--- src/hw/bdp_map.svh ---
// register offsets, field positions, reset values and timing of the data port
//Contract
//- two ports, CMOS or LVDS, selectable ordering
//- TDD shares ports; FDD splits tx/rx bits
//- single-port configuration uses port a only
//- drive rx clock, data out of phase
//- rx clock SDR or DDR, any port count
//- controls on return rising; data SDR/DDR edges
//- rx frame level or 50% pulse mode
//- six states: wait sleep tx rx fdd alert
//- control by register writes or pins
//- register writes advance state, clock independent
//- pins govern state, TDD/FDD by config
//- enable pin advances by pulse or level
//- level mode still edge detects both pins
//- FDD remap: pins become rx/tx path on
//- remapped: state by registers, pins gate data
//- clocks and framing come from baseband synth
`ifndef BDP_MAP_SVH
`define BDP_MAP_SVH

`define BDP_OFS_CONFIG     12'h000
`define BDP_OFS_STATE_CMD  12'h004
`define BDP_OFS_STATUS     12'h008

`define BDP_CFG_W          10
`define BDP_CFG_RESET      10'h000

`define BDP_STS_STATE_LSB  0
`define BDP_STS_SYNTH      3
`define BDP_STS_RX_PATH    4
`define BDP_STS_TX_PATH    5
`define BDP_STS_RX_BUSY    6

// rx clock is pclk divided by four; phase 0,1 high and 2,3 low
`define BDP_PH_SDR_TICK    2'h1
`define BDP_PH_HIGH_END    2'h2

`define BDP_OE_ALL         12'hfff
`define BDP_OE_HALF        12'h03f

`endif

--- src/hw/bdp_pkg.sv ---
// shared types of the baseband data port
package bdp_pkg;

   typedef enum logic [2:0] {
      BDP_WAIT  = 3'b000,
      BDP_SLEEP = 3'b001,
      BDP_TX    = 3'b010,
      BDP_RX    = 3'b011,
      BDP_FDD   = 3'b100,
      BDP_ALERT = 3'b101
   } bdp_state_t;

   // bit 0 is lvds, bit 9 is remap
   typedef struct packed {
      logic remap;
      logic pin_pulse;
      logic pin_ctrl;
      logic order_swap;
      logic tx_frame_pulse;
      logic rx_frame_pulse;
      logic ddr;
      logic single_port;
      logic fdd;
      logic lvds;
   } bdp_cfg_t;

endpackage

--- src/hw/bdp_enable_state_machine_if.sv ---
// signals between the port logic and the enable state machine
`timescale 1ns/1ps
`default_nettype none

interface bdp_enable_state_machine_if;
   logic                 cmd_valid;
   bdp_pkg::bdp_state_t  cmd_state;
   bdp_pkg::bdp_cfg_t    cfg;
   logic                 en_rise;
   logic                 en_fall;
   logic                 dir_level;
   logic                 dir_edge;
   bdp_pkg::bdp_state_t  state;

   modport ctrl (output cmd_valid, output cmd_state, output cfg,
                 output en_rise, output en_fall, output dir_level,
                 output dir_edge, input state);
   modport fsm  (input cmd_valid, input cmd_state, input cfg,
                 input en_rise, input en_fall, input dir_level,
                 input dir_edge, output state);
endinterface

`default_nettype wire

--- src/hw/bdp_enable_state_machine.sv ---
// enable state machine of the transceiver
`timescale 1ns/1ps
`default_nettype none

module bdp_enable_state_machine
(
   input  wire logic  pclk,
   input  wire logic  presetn,
   bdp_enable_state_machine_if.fsm    ctl
);

   typedef struct packed {
      bdp_pkg::bdp_state_t state;
   } bdp_enable_state_machine_st_t;

   bdp_enable_state_machine_st_t s;
   bdp_enable_state_machine_st_t next_s;
   logic         active;
   logic         pins_rule;
   logic         cmd_legal;

   assign ctl.state = s.state;

   always_comb
   begin
      next_s    = s;
      active    = (s.state == bdp_pkg::BDP_TX) || (s.state == bdp_pkg::BDP_RX)
                  || (s.state == bdp_pkg::BDP_FDD);
      // remapped pins only gate data, never the state
      pins_rule = ctl.cfg.pin_ctrl && !(ctl.cfg.remap && ctl.cfg.fdd);
      cmd_legal = 1'b0;
      case (ctl.cmd_state)
         bdp_pkg::BDP_WAIT, bdp_pkg::BDP_SLEEP, bdp_pkg::BDP_ALERT:
            cmd_legal = 1'b1;
         bdp_pkg::BDP_TX, bdp_pkg::BDP_RX:
            cmd_legal = !pins_rule && !ctl.cfg.fdd;
         bdp_pkg::BDP_FDD:
            cmd_legal = !pins_rule && ctl.cfg.fdd;
         default:
            cmd_legal = 1'b0;
      endcase
      if (ctl.cmd_valid && cmd_legal)
      begin
         next_s.state = ctl.cmd_state;
      end
      else if (pins_rule)
      begin
         if (ctl.en_rise && s.state == bdp_pkg::BDP_ALERT)
         begin
            if (ctl.cfg.fdd)
               next_s.state = bdp_pkg::BDP_FDD;
            else if (ctl.dir_level)
               next_s.state = bdp_pkg::BDP_TX;
            else
               next_s.state = bdp_pkg::BDP_RX;
         end
         else if (active && ((ctl.cfg.pin_pulse && ctl.en_rise)
                  || (!ctl.cfg.pin_pulse && ctl.en_fall)))
         begin
            next_s.state = bdp_pkg::BDP_ALERT;
         end
         else if (!ctl.cfg.pin_pulse && ctl.dir_edge && !ctl.cfg.fdd
                  && active)
         begin
            // direction changes are edge detected in level mode too
            next_s.state = ctl.dir_level ? bdp_pkg::BDP_TX
                                         : bdp_pkg::BDP_RX;
         end
      end
   end

   always_ff @(posedge pclk or negedge presetn)
   begin
      if (!presetn)
         s <= '0;
      else
         s <= next_s;
   end

endmodule

`default_nettype wire

--- src/hw/bdp_tx_capture.sv ---
// transmit data capture from the return clock domain samples
`timescale 1ns/1ps
`default_nettype none

module bdp_tx_capture
(
   input  wire logic               pclk,
   input  wire logic               presetn,
   input  wire logic               ret_rise,
   input  wire logic               ret_fall,
   input  wire logic               frame,
   input  wire logic [11:0]        pins_a,
   input  wire logic [11:0]        pins_b,
   input  wire bdp_pkg::bdp_cfg_t  cfg,
   input  wire logic               tx_active,
   output logic [23:0]             tx_sample_data,
   output logic                    tx_sample_valid
);

   typedef struct packed {
      logic        frame_prev;
      logic        burst;
      logic [1:0]  cnt;
      logic [23:0] acc;
      logic [23:0] data;
      logic        valid;
   } bdp_txc_st_t;

   bdp_txc_st_t s;
   bdp_txc_st_t next_s;
   logic        cap;
   logic        start;
   logic [1:0]  last;
   logic [23:0] acc_n;

   assign tx_sample_data  = s.data;
   assign tx_sample_valid = s.valid;

   always_comb
   begin
      next_s       = s;
      next_s.valid = 1'b0;
      // data on rising only in SDR, both edges in DDR
      cap   = ret_rise || (cfg.ddr && ret_fall);
      start = ret_rise && frame && !s.frame_prev;
      last  = (!cfg.single_port && !cfg.fdd) ? 2'h0
            : (cfg.single_port && cfg.fdd) ? 2'h3 : 2'h1;
      case (last)
         2'h0:    acc_n = {pins_b, pins_a};
         2'h3:    acc_n = {pins_a[11:6], s.acc[23:6]};
         default: acc_n = {(cfg.single_port ? pins_a : pins_b), s.acc[23:12]};
      endcase
      if (ret_rise)
         next_s.frame_prev = frame;
      if (!tx_active)
      begin
         next_s.burst = 1'b0;
         next_s.cnt   = 2'h0;
      end
      else if (cap && (start || s.burst))
      begin
         if (s.burst && ret_rise && !cfg.tx_frame_pulse && !frame)
         begin
            next_s.burst = 1'b0;
            next_s.cnt   = 2'h0;
         end
         else
         begin
            next_s.burst = 1'b1;
            next_s.acc   = acc_n;
            // each frame rise realigns to the first beat of a sample
            if ((start ? 2'h0 : s.cnt) == last)
            begin
               next_s.cnt   = 2'h0;
               next_s.valid = 1'b1;
               next_s.data  = cfg.order_swap ? {acc_n[11:0], acc_n[23:12]}
                                             : acc_n;
            end
            else
               next_s.cnt = start ? 2'h1 : 2'(s.cnt + 2'h1);
         end
      end
   end

   always_ff @(posedge pclk or negedge presetn)
   begin
      if (!presetn)
         s <= '0;
      else
         s <= next_s;
   end

endmodule

`default_nettype wire

--- src/hw/bdp_data_port.sv ---
// baseband data port: apb registers, rx serializer, pin front end
//
// Design decisions made here: the APB interface to the registers and the register offsets.
`include "bdp_map.svh"
`timescale 1ns/1ps
`default_nettype none

module bdp_data_port
(
   input  wire logic         pclk,
   input  wire logic         presetn,
   input  wire logic [11:0]  paddr,
   input  wire logic         psel,
   input  wire logic         penable,
   input  wire logic         pwrite,
   input  wire logic [31:0]  pwdata,
   output logic [31:0]       prdata,
   output logic              pready,
   output logic              pslverr,
   input  wire logic [23:0]  rx_sample_data,
   input  wire logic         rx_sample_valid,
   output logic              rx_sample_ready,
   output logic [23:0]       tx_sample_data,
   output logic              tx_sample_valid,
   output logic              rx_data_clock,
   output logic              rx_frame,
   input  wire logic [11:0]  data_port_a_in,
   output logic [11:0]       data_port_a_out,
   output logic [11:0]       data_port_a_oe,
   input  wire logic [11:0]  data_port_b_in,
   output logic [11:0]       data_port_b_out,
   output logic [11:0]       data_port_b_oe,
   input  wire logic         tx_return_clock,
   input  wire logic         tx_frame,
   input  wire logic         enable_state_machine,
   input  wire logic         direction_select_pin,
   output logic              lvds_select,
   output logic              bb_synth_on,
   output logic              rx_synth_on,
   output logic              tx_synth_on,
   output logic              rx_chain_on,
   output logic              tx_chain_on,
   output logic [2:0]        enable_state_machine_state
);

   typedef struct packed {
      bdp_pkg::bdp_cfg_t   cfg;
      logic                cmd_valid;
      bdp_pkg::bdp_state_t cmd_state;
      logic [31:0]         rdata;
      logic [27:0]         sy1;
      logic [27:0]         sy2;
      logic                ret_prev;
      logic                en_lat;
      logic                dir_lat;
      logic                en_prev;
      logic                dir_prev;
      logic [1:0]          ph;
      logic                clk;
      logic                busy;
      logic [1:0]          cnt;
      logic                tog;
      logic [23:0]         sh;
      logic [11:0]         a_out;
      logic [11:0]         b_out;
      logic                frame;
   } bdp_st_t;

   bdp_st_t              s;
   bdp_st_t              next_s;
   bdp_pkg::bdp_state_t  state;
   logic                 ret_rise;
   logic                 ret_fall;
   logic                 remap_on;
   logic                 rx_path;
   logic                 tx_path;
   logic                 synth_on;
   logic                 tick;
   logic                 slot_free;
   logic [1:0]           last;
   logic                 mapped;
   logic [23:0]          word;
   logic [23:0]          lanes;

   bdp_enable_state_machine_if ens ();

   // sync layout: 27 return clock, 26 frame, 25 enable, 24 dir, b, a
   assign ret_rise = s.sy2[27] && !s.ret_prev;
   assign ret_fall = !s.sy2[27] && s.ret_prev;
   assign state    = ens.state;
   assign remap_on = s.cfg.remap && s.cfg.fdd;
   assign rx_path  = remap_on ? (state == bdp_pkg::BDP_FDD && s.en_lat)
                     : (state == bdp_pkg::BDP_RX || state == bdp_pkg::BDP_FDD);
   assign tx_path  = remap_on ? (state == bdp_pkg::BDP_FDD && s.dir_lat)
                     : (state == bdp_pkg::BDP_TX || state == bdp_pkg::BDP_FDD);
   // sleep stops the baseband synth and with it every port clock
   assign synth_on = (state != bdp_pkg::BDP_SLEEP);
   assign last     = (!s.cfg.single_port && !s.cfg.fdd) ? 2'h0
                   : (s.cfg.single_port && s.cfg.fdd) ? 2'h3 : 2'h1;
   // data moves half an rx clock period (SDR) or a quarter of one (DDR) away from the sampling edge
   assign tick     = s.cfg.ddr ? (s.ph[0] == 1'b0)
                               : (s.ph == `BDP_PH_SDR_TICK);
   assign slot_free       = tick && rx_path && (!s.busy || s.cnt == last);
   assign rx_sample_ready = slot_free;

   assign ens.cmd_valid = s.cmd_valid;
   assign ens.cmd_state = s.cmd_state;
   assign ens.cfg       = s.cfg;
   assign ens.en_rise   = s.en_lat && !s.en_prev;
   assign ens.en_fall   = !s.en_lat && s.en_prev;
   assign ens.dir_level = s.dir_lat;
   assign ens.dir_edge  = s.dir_lat != s.dir_prev;

   assign pready          = 1'b1;
   assign prdata          = s.rdata;
   assign mapped          = (paddr == `BDP_OFS_CONFIG)
                            || (paddr == `BDP_OFS_STATE_CMD)
                            || (paddr == `BDP_OFS_STATUS);
   assign pslverr         = psel && penable && !mapped;
   assign rx_data_clock   = s.clk;
   assign rx_frame        = s.frame;
   assign data_port_a_out = s.a_out;
   assign data_port_b_out = s.b_out;
   assign data_port_a_oe  = !rx_path ? 12'h000
                          : (s.cfg.single_port && s.cfg.fdd) ? `BDP_OE_HALF
                          : `BDP_OE_ALL;
   assign data_port_b_oe  = (rx_path && !s.cfg.single_port && !s.cfg.fdd)
                          ? `BDP_OE_ALL : 12'h000;
   assign lvds_select     = s.cfg.lvds;
   assign bb_synth_on     = synth_on;
   assign rx_synth_on     = (state == bdp_pkg::BDP_ALERT)
                          || (state == bdp_pkg::BDP_RX)
                          || (state == bdp_pkg::BDP_FDD);
   assign tx_synth_on     = (state == bdp_pkg::BDP_ALERT)
                          || (state == bdp_pkg::BDP_TX)
                          || (state == bdp_pkg::BDP_FDD);
   assign rx_chain_on     = rx_path;
   assign tx_chain_on     = tx_path;
   assign enable_state_machine_state      = state;

   always_comb
   begin
      next_s           = s;
      next_s.cmd_valid = 1'b0;
      word             = 24'h000000;
      lanes            = 24'h000000;

      // apb: write at access phase, read data latched in setup
      if (psel && penable && pwrite)
      begin
         if (paddr == `BDP_OFS_CONFIG)
            next_s.cfg = bdp_pkg::bdp_cfg_t'(pwdata[`BDP_CFG_W-1:0]);
         if (paddr == `BDP_OFS_STATE_CMD)
         begin
            next_s.cmd_valid = 1'b1;
            next_s.cmd_state = bdp_pkg::bdp_state_t'(pwdata[2:0]);
         end
      end
      if (psel && !penable)
      begin
         next_s.rdata = 32'h00000000;
         case (paddr)
            `BDP_OFS_CONFIG:
               next_s.rdata[`BDP_CFG_W-1:0] = s.cfg;
            `BDP_OFS_STATE_CMD:
               next_s.rdata[2:0] = s.cmd_state;
            `BDP_OFS_STATUS:
            begin
               next_s.rdata[`BDP_STS_STATE_LSB+:3] = state;
               next_s.rdata[`BDP_STS_SYNTH]        = synth_on;
               next_s.rdata[`BDP_STS_RX_PATH]      = rx_path;
               next_s.rdata[`BDP_STS_TX_PATH]      = tx_path;
               next_s.rdata[`BDP_STS_RX_BUSY]      = s.busy;
            end
            default:
               next_s.rdata = 32'h00000000;
         endcase
      end

      // pins pass two flops before anything looks at them
      next_s.sy1 = {tx_return_clock, tx_frame, enable_state_machine,
                    direction_select_pin, data_port_b_in, data_port_a_in};
      next_s.sy2      = s.sy1;
      next_s.ret_prev = s.sy2[27];
      next_s.en_prev  = s.en_lat;
      next_s.dir_prev = s.dir_lat;
      if (ret_rise)
      begin
         next_s.en_lat  = s.sy2[25];
         next_s.dir_lat = s.sy2[24];
      end

      // rx clock divider, held low while the synth is off
      next_s.ph  = synth_on ? 2'(s.ph + 2'h1) : 2'h0;
      next_s.clk = synth_on && (next_s.ph < `BDP_PH_HIGH_END);

      if (tick)
      begin
         if (slot_free && rx_sample_valid)
         begin
            word        = s.cfg.order_swap
                        ? {rx_sample_data[11:0], rx_sample_data[23:12]}
                        : rx_sample_data;
            next_s.sh   = word;
            next_s.cnt  = 2'h0;
            next_s.busy = 1'b1;
            next_s.tog  = !s.tog;
         end
         else if (s.busy && rx_path && s.cnt != last)
         begin
            word        = (last == 2'h3) ? {6'h00, s.sh[23:6]}
                                         : {12'h000, s.sh[23:12]};
            next_s.sh   = word;
            next_s.cnt  = 2'(s.cnt + 2'h1);
         end
         else
         begin
            next_s.busy = 1'b0;
            next_s.cnt  = 2'h0;
         end
         case (last)
            2'h0:    lanes = word;
            2'h3:    lanes = {18'h00000, word[5:0]};
            default: lanes = {12'h000, word[11:0]};
         endcase
         next_s.a_out = lanes[11:0];
         next_s.b_out = lanes[23:12];
         // single-beat samples toggle, multi-beat ones are high half the time
         if (!next_s.busy)
            next_s.frame = 1'b0;
         else if (!s.cfg.rx_frame_pulse)
            next_s.frame = 1'b1;
         else if (last == 2'h0)
            next_s.frame = next_s.tog;
         else
            next_s.frame = next_s.cnt <= (last >> 1);
      end
   end

   always_ff @(posedge pclk or negedge presetn)
   begin
      if (!presetn)
      begin
         s     <= '0;
         s.cfg <= bdp_pkg::bdp_cfg_t'(`BDP_CFG_RESET);
      end
      else
         s <= next_s;
   end

   bdp_enable_state_machine u_enable_state_machine
   (
      .pclk    (pclk),
      .presetn (presetn),
      .ctl     (ens.fsm)
   );

   bdp_tx_capture u_txcap
   (
      .pclk            (pclk),
      .presetn         (presetn),
      .ret_rise        (ret_rise),
      .ret_fall        (ret_fall),
      .frame           (s.sy2[26]),
      .pins_a          (s.sy2[11:0]),
      .pins_b          (s.sy2[23:12]),
      .cfg             (s.cfg),
      .tx_active       (tx_path),
      .tx_sample_data  (tx_sample_data),
      .tx_sample_valid (tx_sample_valid)
   );

endmodule

`default_nettype wire

--- config.mk ---
export PLATFORM = sky130hd
export DESIGN_NAME = bdp_data_port
export DESIGN_NICKNAME = d
export VERILOG_FILES = /design/src/hw/bdp_pkg.sv /design/src/hw/bdp_enable_state_machine_if.sv /design/src/hw/bdp_enable_state_machine.sv /design/src/hw/bdp_tx_capture.sv /design/src/hw/bdp_data_port.sv
export VERILOG_INCLUDE_DIRS = /design/src /design/src/hw
export SDC_FILE = /design/constraint.sdc
export NUM_CORES = 1
export LEC_CHECK = 0
export BUFFER_PORTS_ARGS = -buffer_cell sky130_fd_sc_hd__clkbuf_2
export CORE_ASPECT_RATIO = 1.4
export CORE_MARGIN = 4
export CORE_UTILIZATION = 32
export DETAILED_ROUTE_END_ITERATION = 8
export SETUP_SLACK_MARGIN = 0.05
export SYNTH_ARGS = -nofsm -noshare
export SYNTH_HDL_FRONTEND = slang
export SYNTH_SLANG_ARGS = --single-unit
--- constraint.sdc ---
create_clock -name pclk -period 4.08 [get_ports pclk]
set_input_delay 0.204 -clock pclk [delete_from_list [all_inputs] [get_ports pclk]]
set_output_delay 0.204 -clock pclk [all_outputs]
set_load 0.02 [all_outputs]
==> results.py, run 1 <==
metrics = {
    "logic_synthesis": {
        "synth_cells": 849,
        "ys_seq_elements": 185,
        "ys_seq_area_frac": 0.502,
        "syn_area_per_cell_um2": 10.9,
        "yosys_warnings": 0,
        "synthArstFlopShare": 1.00,
        "syn-cell-area_um2": 9230,
        "synth_flop_cell": "dfrtp_1",
        "ys_types": 67,
        "synth_edf_count": 0,
    },
    "floorplan": {
        "die_width_um": 152,
        "core-area_um2": 28400,
        "io_pins": 221,
        "dieArea_um2": 31700,
        "die-height_um": 209,
        "start_util": 0.325,
        "num_rows": 73,
    },
    "clocking": {
        "clkSinkCount": 185,
        "clockRootBuffer": "clkbuf_16",
        "clk_latency_ns": 0.43,
        "max-clock-path-buffers": 2,
        "h-tree-depth": 4,
        "cts_buffers": 17,
        "cts_tree": "done",
        "cts_resized": 0,
        "clkTransAtPathRegs_ns": 0.08,
    },
    "final_layout": {
        "fill_cells": 2767,
        "final_util": 0.378,
        "drive_gt1_frac": 0.301,
        "antenna_cells": 0,
        "multi_input_area_um2": 3640,
        "syn2layout_area_growth_pct": 16.4,
        "nets": 1066,
        "final_cell_area_um2": 10700,
        "seq_area_um2": 4630,
        "final_cell_count_no_fill": 1347,
    },
    "place": {
        "place_inst": 1281,
        "gp_congestion": 0.790,
        "portBuffers": 175,
        "placed_cell_area_um2": 9770,
        "post-dp-hpwl_mm": 15.9,
        "dpl_worst_slack_ns": 0.864,
    },
    "critical_path": {
        "cp_cell_sequence": "ha_2 -> buf_4 -> xor2_1 -> nand4_2 -> mux2_1",
        "critical-path-top-delay-family": "simple AND/OR/NAND/NOR gates",
        "arrival_ns": 3.43,
        "critPathSlowestCell": "nand4_2",
        "cp-start-kind": "flop",
        "crit_required_ns": 4.39,
        "cp.depth": 5,
        "cp-startpoint": "ens.cfg[1]",
        "r2r_start": "ens.cfg[1]",
        "critPathMaxFanout": 47,
        "reg2reg_slack_ns": 0.95,
        "r2r-end": "u_txcap.tx_sample_data[19]",
        "end_kind": "flop",
        "crit_type": "flop to flop",
        "crit_path_max_incr_delay_ns": 0.70,
        "path_buf_inv": 1,
        "endpoint": "u_txcap.tx_sample_data[19]",
        "reg2regPathDepth": 5,
    },
    "sta": {
        "slew_headroom": 0.292,
        "setup_viol": 0,
        "maxSlewViolCount": 0,
        "finalClockSkew_ns": 0.0145,
        "period_minus_slack_ns": 3.13,
        "worst_slew_pin_slew_ns": 1.05,
        "rsz0062_at_grt": "false",
        "timing.hold.ws_ns": 0.0387,
        "finalCritPeriodShare": 0.766,
        "layout_setup_ws_ns": 0.954,
        "hold_violations": 0,
        "fmax_mhz": 320,
        "finalSetupTns_ns": 0,
    },
    "detailed_routing": {
        "route.detailed.drc": 0,
        "drt-total-wl_mm": 21.9,
        "final_antenna_net_count": 0,
        "wl_per_cell_um": 16.3,
        "routed_via_density": 4.79,
        "drt_pass1_iterations": 6,
        "drt-initial-drc-count": 299,
        "vias": 6454,
    },
    "global_routing": {
        "grt_pass1_wl_mm": 34.8,
        "grt_overflow_total": 0,
        "grt_max_degree": 94,
        "antenna_found_initial": 0,
        "first_global_vias": 6372,
        "grt_usage": 0.141,
    },
    "power_and_ir_drop": {
        "leakage_nw": 5.24,
        "finalPower_mw": 3.79,
        "ir_drop_mv": 0.344,
        "p_per_area_nw_per_um2": 353,
    },
    "hold_path": {
        "hold_class": "primary input to flop",
        "worstHoldStart": "pwdata[3]",
    },
    "run": {
        "drv_cap": 0,
    },
    "outcome": {
        "status": "completed",
    },
}
[worst min path at each step]
| stage | slack (ns) | cells past startpoint | endpoint |
|---|---|---|---|
| after detailed placement | 0.31 | 1 | next_s[76] |
| after global routing | 0.01 | 2 | ens.cfg[3] |
| after global placement | 0.31 | 1 | next_s[78] |
| after CTS | 0.002 | 2 | ens.cfg[3] |
| after floorplan | -0.09 | 0 | data_port_a_out[0] |
| final | 0.04 | 2 | ens.cfg[3] |
[layer usage]
layer,vias to the layer above,share of wire,GRT usage
met2,160,0.55,0.256
met5,-,0,0
met1,3180,0.40,0.164
met3,20,0.039,0.0254
met4,0,0.020,0.0493
li1,3094,-,-
[placed cells by master (no fill, tap or decap), types with 16 or more instances in the layout]
cell / netlist / layout
clkbuf_16: 0 / 17
nand2_1: 96 / 96
o21ai_0: 63 / 62
conb_1: 2 / 23
inv_1: 16 / 16
a22oi_1: 17 / 17
a21oi_1: 30 / 30
nor2_1: 26 / 26
dlygate4sd3_1: 0 / 34
mux2_1: 20 / 20
mux2i_1: 46 / 46
mux2_2: 45 / 45
clkbuf_2: 0 / 174
dfrtp_1: 185 / 184
[what timing repair did]
action / CTS / global route
endpoints found under the setup margin: 0 / 0
buffers inserted: 0 / 0
hold buffers: 34 / 0
endpoints found under the hold margin: 125 / 0
[cell type report]
class / count / area share
Clock inverter: 15 / 0.0185
Clock buffer: 17 / 0.0396
Timing Repair Buffer: 219 / 0.122
Multi-Input combinational cell: 519 / 0.339
Tap cell: 375 / 0.0437
Sequential cell: 185 / 0.431
Inverter: 17 / 0.00594
[Yosys cell counts, drive strengths merged (13+ instances only)]
| cell type | instances | area, um^2 |
|---|---|---|
| nand2 | 96 | 360 |
| mux2i | 46 | 460 |
| dfrtp | 185 | 4630 |
| inv | 17 | 63.8 |
| o21ai | 76 | 380 |
| clkbuf | 24 | 90.1 |
| a21oi | 31 | 159 |
| nor2 | 26 | 97.6 |
| mux2 | 74 | 867 |
| a22oi | 17 | 128 |
| buf | 125 | 892 |
| a221oi | 13 | 114 |
[where the power goes]
part	switching (mW)	total, mW	internal [mW]	leakage, nW
Clock	0.853	1.71	0.852	0.302
Sequential	0.0206	1.89	1.87	2.40
Combinational	0.118	0.201	0.0832	2.53
[sequential cells by signal (all words and copies together), names as in the netlist, 3 cells and up]
name,count
ens.cfg,9
s,54
u_enable_state_machine.ctl.state,3
u_txcap.tx_sample_data,24
data_port_a_out,12
ens.cmd_state,3
next_s,30
data_port_b_out,12
prdata,10
u_txcap.s,22
[kinds of logic (layout without fill, tap and decap cells)]
family,Yosys count,in the layout,share of synthesized area
mux,120,120,0.144
flops,185,185,0.502
fa+ha+maj,5,5,0.00678
other cells,2,23,0.000814
buf+inv,166,268,0.113
simple gates,178,178,0.0953
compound gates,185,185,0.131
xor+xnor,8,8,0.00759
No activity file was read; power rests on OpenSTA's default activity.
==> run 2: changes to the inputs <==
Settings changed: ABC_AREA set to 1.
Clock period 4.08 ns to 2.8 ns, I/O delays scaled along.
==> run 2 against run 1 <==
Net effect:
- wire length up 2.2%
- via count up 11%
- sequential power is 46% higher
- first-iteration DRC count is 28% higher
- cell area unchanged
- combinational power increased by 36%
- utilization rose by 0.65 points
- power up 45%
- area after synthesis shrank 0.99%
- worst hold slack lost 0.010 ns
- die area shrank 0.94%
- critical path type unchanged
- highest routed layer unchanged
==> results.py, run 2 <==
metrics = {
    "logic_synthesis": {
        "synth_area_leader_cell": "dfrtp_1",
        "synth_cells": 1106,
        "synthSimpleGateAreaFrac": 0.220,
        "ys_seq_elements": 185,
        "syn_area_per_cell_um2": 8.26,
        "synth_top_family_by_area": "simple AND/OR/NAND/NOR gates",
        "yosysMostFrequentCell": "nand2_1",
        "synthAdderAreaFrac": 0.00685,
        "syn-cell-area_um2": 9140,
        "synth_area_leaders": "dfrtp_1 (51%), nand2_1 (16%), buf_4 (9.0%)",
        "synth_commonest_cells": "nand2_1 (378), dfrtp_1 (185), buf_4 (109)",
        "synth_edf_count": 0,
        "synth_top_area_frac": 0.507,
        "yosys_warnings": 0,
        "synthArstFlopShare": 1.00,
        "synthMuxAreaShare": 0.00356,
        "synth-compound-area-share": 0.117,
        "ys_types": 44,
        "synth_flop_cell": "dfrtp_1",
        "synth_xor_area_frac": 0.00192,
        "ys_seq_area_frac": 0.507,
    },
    "final_layout": {
        "top_register": "s",
        "final_util": 0.385,
        "drive_gt1_frac": 0.205,
        "largest_reg_flops": 54,
        "final_common_cell": "nand2_1",
        "fill_cells": 2869,
        "layout_common_cells": "nand2_1 (378), dfrtp_1 (185), clkbuf_2 (174), o21ai_0 (104), inv_1 (74)",
        "syn2layout_area_growth_pct": 17.5,
        "antenna_cells": 0,
        "nets": 1339,
        "final_cell_area_um2": 10700,
    },
    "floorplan": {
        "start_util": 0.327,
        "core-area_um2": 27900,
        "die_width_um": 151,
        "dieArea_um2": 31400,
        "die-height_um": 208,
        "io_pins": 221,
        "num_rows": 72,
    },
    "sta": {
        "worst_slew_pin_slew_ns": 0.701,
        "fmax_mhz": 400,
        "timing.hold.ws_ns": 0.0286,
        "setup_viol": 0,
        "period_minus_slack_ns": 2.50,
        "finalCritPeriodShare": 0.893,
        "layout_setup_ws_ns": 0.298,
        "maxSlewViolCount": 0,
        "slew_headroom": 0.533,
        "rsz0062_at_grt": "true",
        "hold_violations": 0,
        "finalClockSkew_ns": 0.00885,
        "finalSetupTns_ns": 0,
    },
    "critical_path": {
        "end_kind": "flop",
        "crit_required_ns": 3.18,
        "cp-startpoint": "ens.cfg[1]",
        "crit_type": "flop to flop",
        "critPathMaxFanout": 25,
        "arrival_ns": 2.88,
        "cp-start-kind": "flop",
        "r2r_start": "ens.cfg[1]",
    },
    "global_routing": {
        "grt_max_degree": 127,
        "grt_overflow_total": 0,
        "grt_usage": 0.145,
        "first_global_vias": 6977,
        "antenna_found_initial": 0,
        "grt_pass1_wl_mm": 36.1,
    },
    "clocking": {
        "max-clock-path-buffers": 2,
        "cts_tree": "done",
        "h-tree-depth": 4,
        "clk_latency_ns": 0.44,
        "clockRootBuffer": "clkbuf_16",
        "clkTransAtPathRegs_ns": 0.07,
        "post_cts_buffers": 0,
        "cts_buffers": 17,
        "clkSinkCount": 185,
    },
    "detailed_routing": {
        "final_antenna_net_count": 0,
        "drt_pass1_iterations": 5,
        "routed_via_density": 4.45,
        "drt-initial-drc-count": 383,
        "wl_per_cell_um": 13.9,
        "vias": 7184,
        "drt-total-wl_mm": 22.4,
        "route.detailed.drc": 0,
    },
    "place": {
        "post-dp-hpwl_mm": 16.6,
        "dpl_worst_slack_ns": 0.296,
        "placed_cell_area_um2": 9740,
        "gp_congestion": 0.817,
        "portBuffers": 175,
    },
    "power_and_ir_drop": {
        "p_sw_mw": 1.25,
        "ir_drop_mv": 0.295,
        "sw_frac_of_total": 0.229,
        "internal_power_mw": 4.23,
        "combPwrFrac": 0.050,
        "seq_power_share": 0.502,
        "p_per_area_nw_per_um2": 511,
        "leakage_nw": 5.61,
        "pwr-share-clk": 0.449,
    },
    "hold_path": {
        "hold_class": "primary input to flop",
        "worstHoldStart": "rx_sample_data[17]",
    },
    "outcome": {
        "status": "completed",
    },
    "run": {
        "drv_cap": 0,
    },
}
[run 2: cell types whose count changed in the layout (fill, tap and decap cells not counted), moves of 15 or more]
cell / change
o221ai_1: +19
a22oi_1: -17
o21ai_0: +42
nand2_1: +282
inv_1: +58
mux2_1: -19
o211ai_1: +15
nand3_1: +29
nor2_1: +22
mux2i_1: -45
mux2_2: -44
[run 2: critical path, cell delays in order (launching register included)]
cell,delay (ns)
dfrtp_1,0.38
buf_4,0.16
ha_1,0.26
inv_2,0.15
nand2_1,0.06
nand2_1,0.05
nand2_1,0.07
a21oi_1,0.28
nand3_4,0.22
nand2_1,0.12
nand2_2,0.21
inv_4,0.28
nand3_1,0.12
nand2_1,0.07
[run 2: what timing repair did]
item / 4_1_cts / 5_1_grt
endpoints found under the setup margin: 0 / 32
hold buffers: 39 / 0
gates resized for setup: 0 / 1
endpoints found under the hold margin: 226 / 0
[run 2: area by class of cell]
type	instances	area, um^2	share of cell area
multi-input cells	711	3280	0.305
inverters	83	314	0.0292
flip-flops and latches	185	4630	0.431
repair buffers	234	1450	0.135
clock buffers	20	467	0.0435
clock inverters	12	138	0.0128
well taps	370	463	0.0431
[run 2: routing by layer]
metal,GRT usage,wire length [um]
met4,0.0482,463
met3,0.0416,1210
met2,0.243,10900
met5,0,0
met1,0.179,9790
[run 2: stage by stage]
stage | power (mW) | instances
floorplan | 2.92 | 1127
global placement | 3.03 | 1544
detailed placement | 3.04 | 1544
CTS | 5.56 | 1615
global route | 5.72 | 1615
finish | 5.49 | 1615
[run 2: path summary, 6_finish.rpt]
| path | depth (start not counted) | slack, ns | end |
|---|---|---|---|
| max | 13 | 0.30 | data_port_a_out[8] |
| min | 3 | 0.03 | data_port_a_out[5] |
| max reg2reg | 13 | 0.30 | data_port_a_out[8] |
| min reg2reg | 0 | 0.34 | s[77] |
| max in group asynchronous | 3 | 1.91 | u_txcap.tx_sample_data[0] |
| min in group asynchronous | 3 | 0.24 | data_port_b_out[11] |
[run 2: power groups by stage]
| stage | logic (mW) | clock network [mW] | registers, mW |
|---|---|---|---|
| after floorplan | 0.118 | 0 | 2.80 |
| after global placement | 0.232 | 0 | 2.80 |
| after detailed placement | 0.234 | 0 | 2.80 |
| after CTS | 0.279 | 2.52 | 2.75 |
| after global routing | 0.309 | 2.65 | 2.76 |
| final | 0.273 | 2.46 | 2.75 |
[run 2: logic make-up after synthesis]
group                    after synthesis
multiplexers                           3
buffers and inverters                231
AO/OA/AOI/OAI                        184
XOR/XNOR                               2
adder cells (fa/ha/maj)                5
AND/OR/NAND/NOR                      494
flip-flops                           185
other                                  2
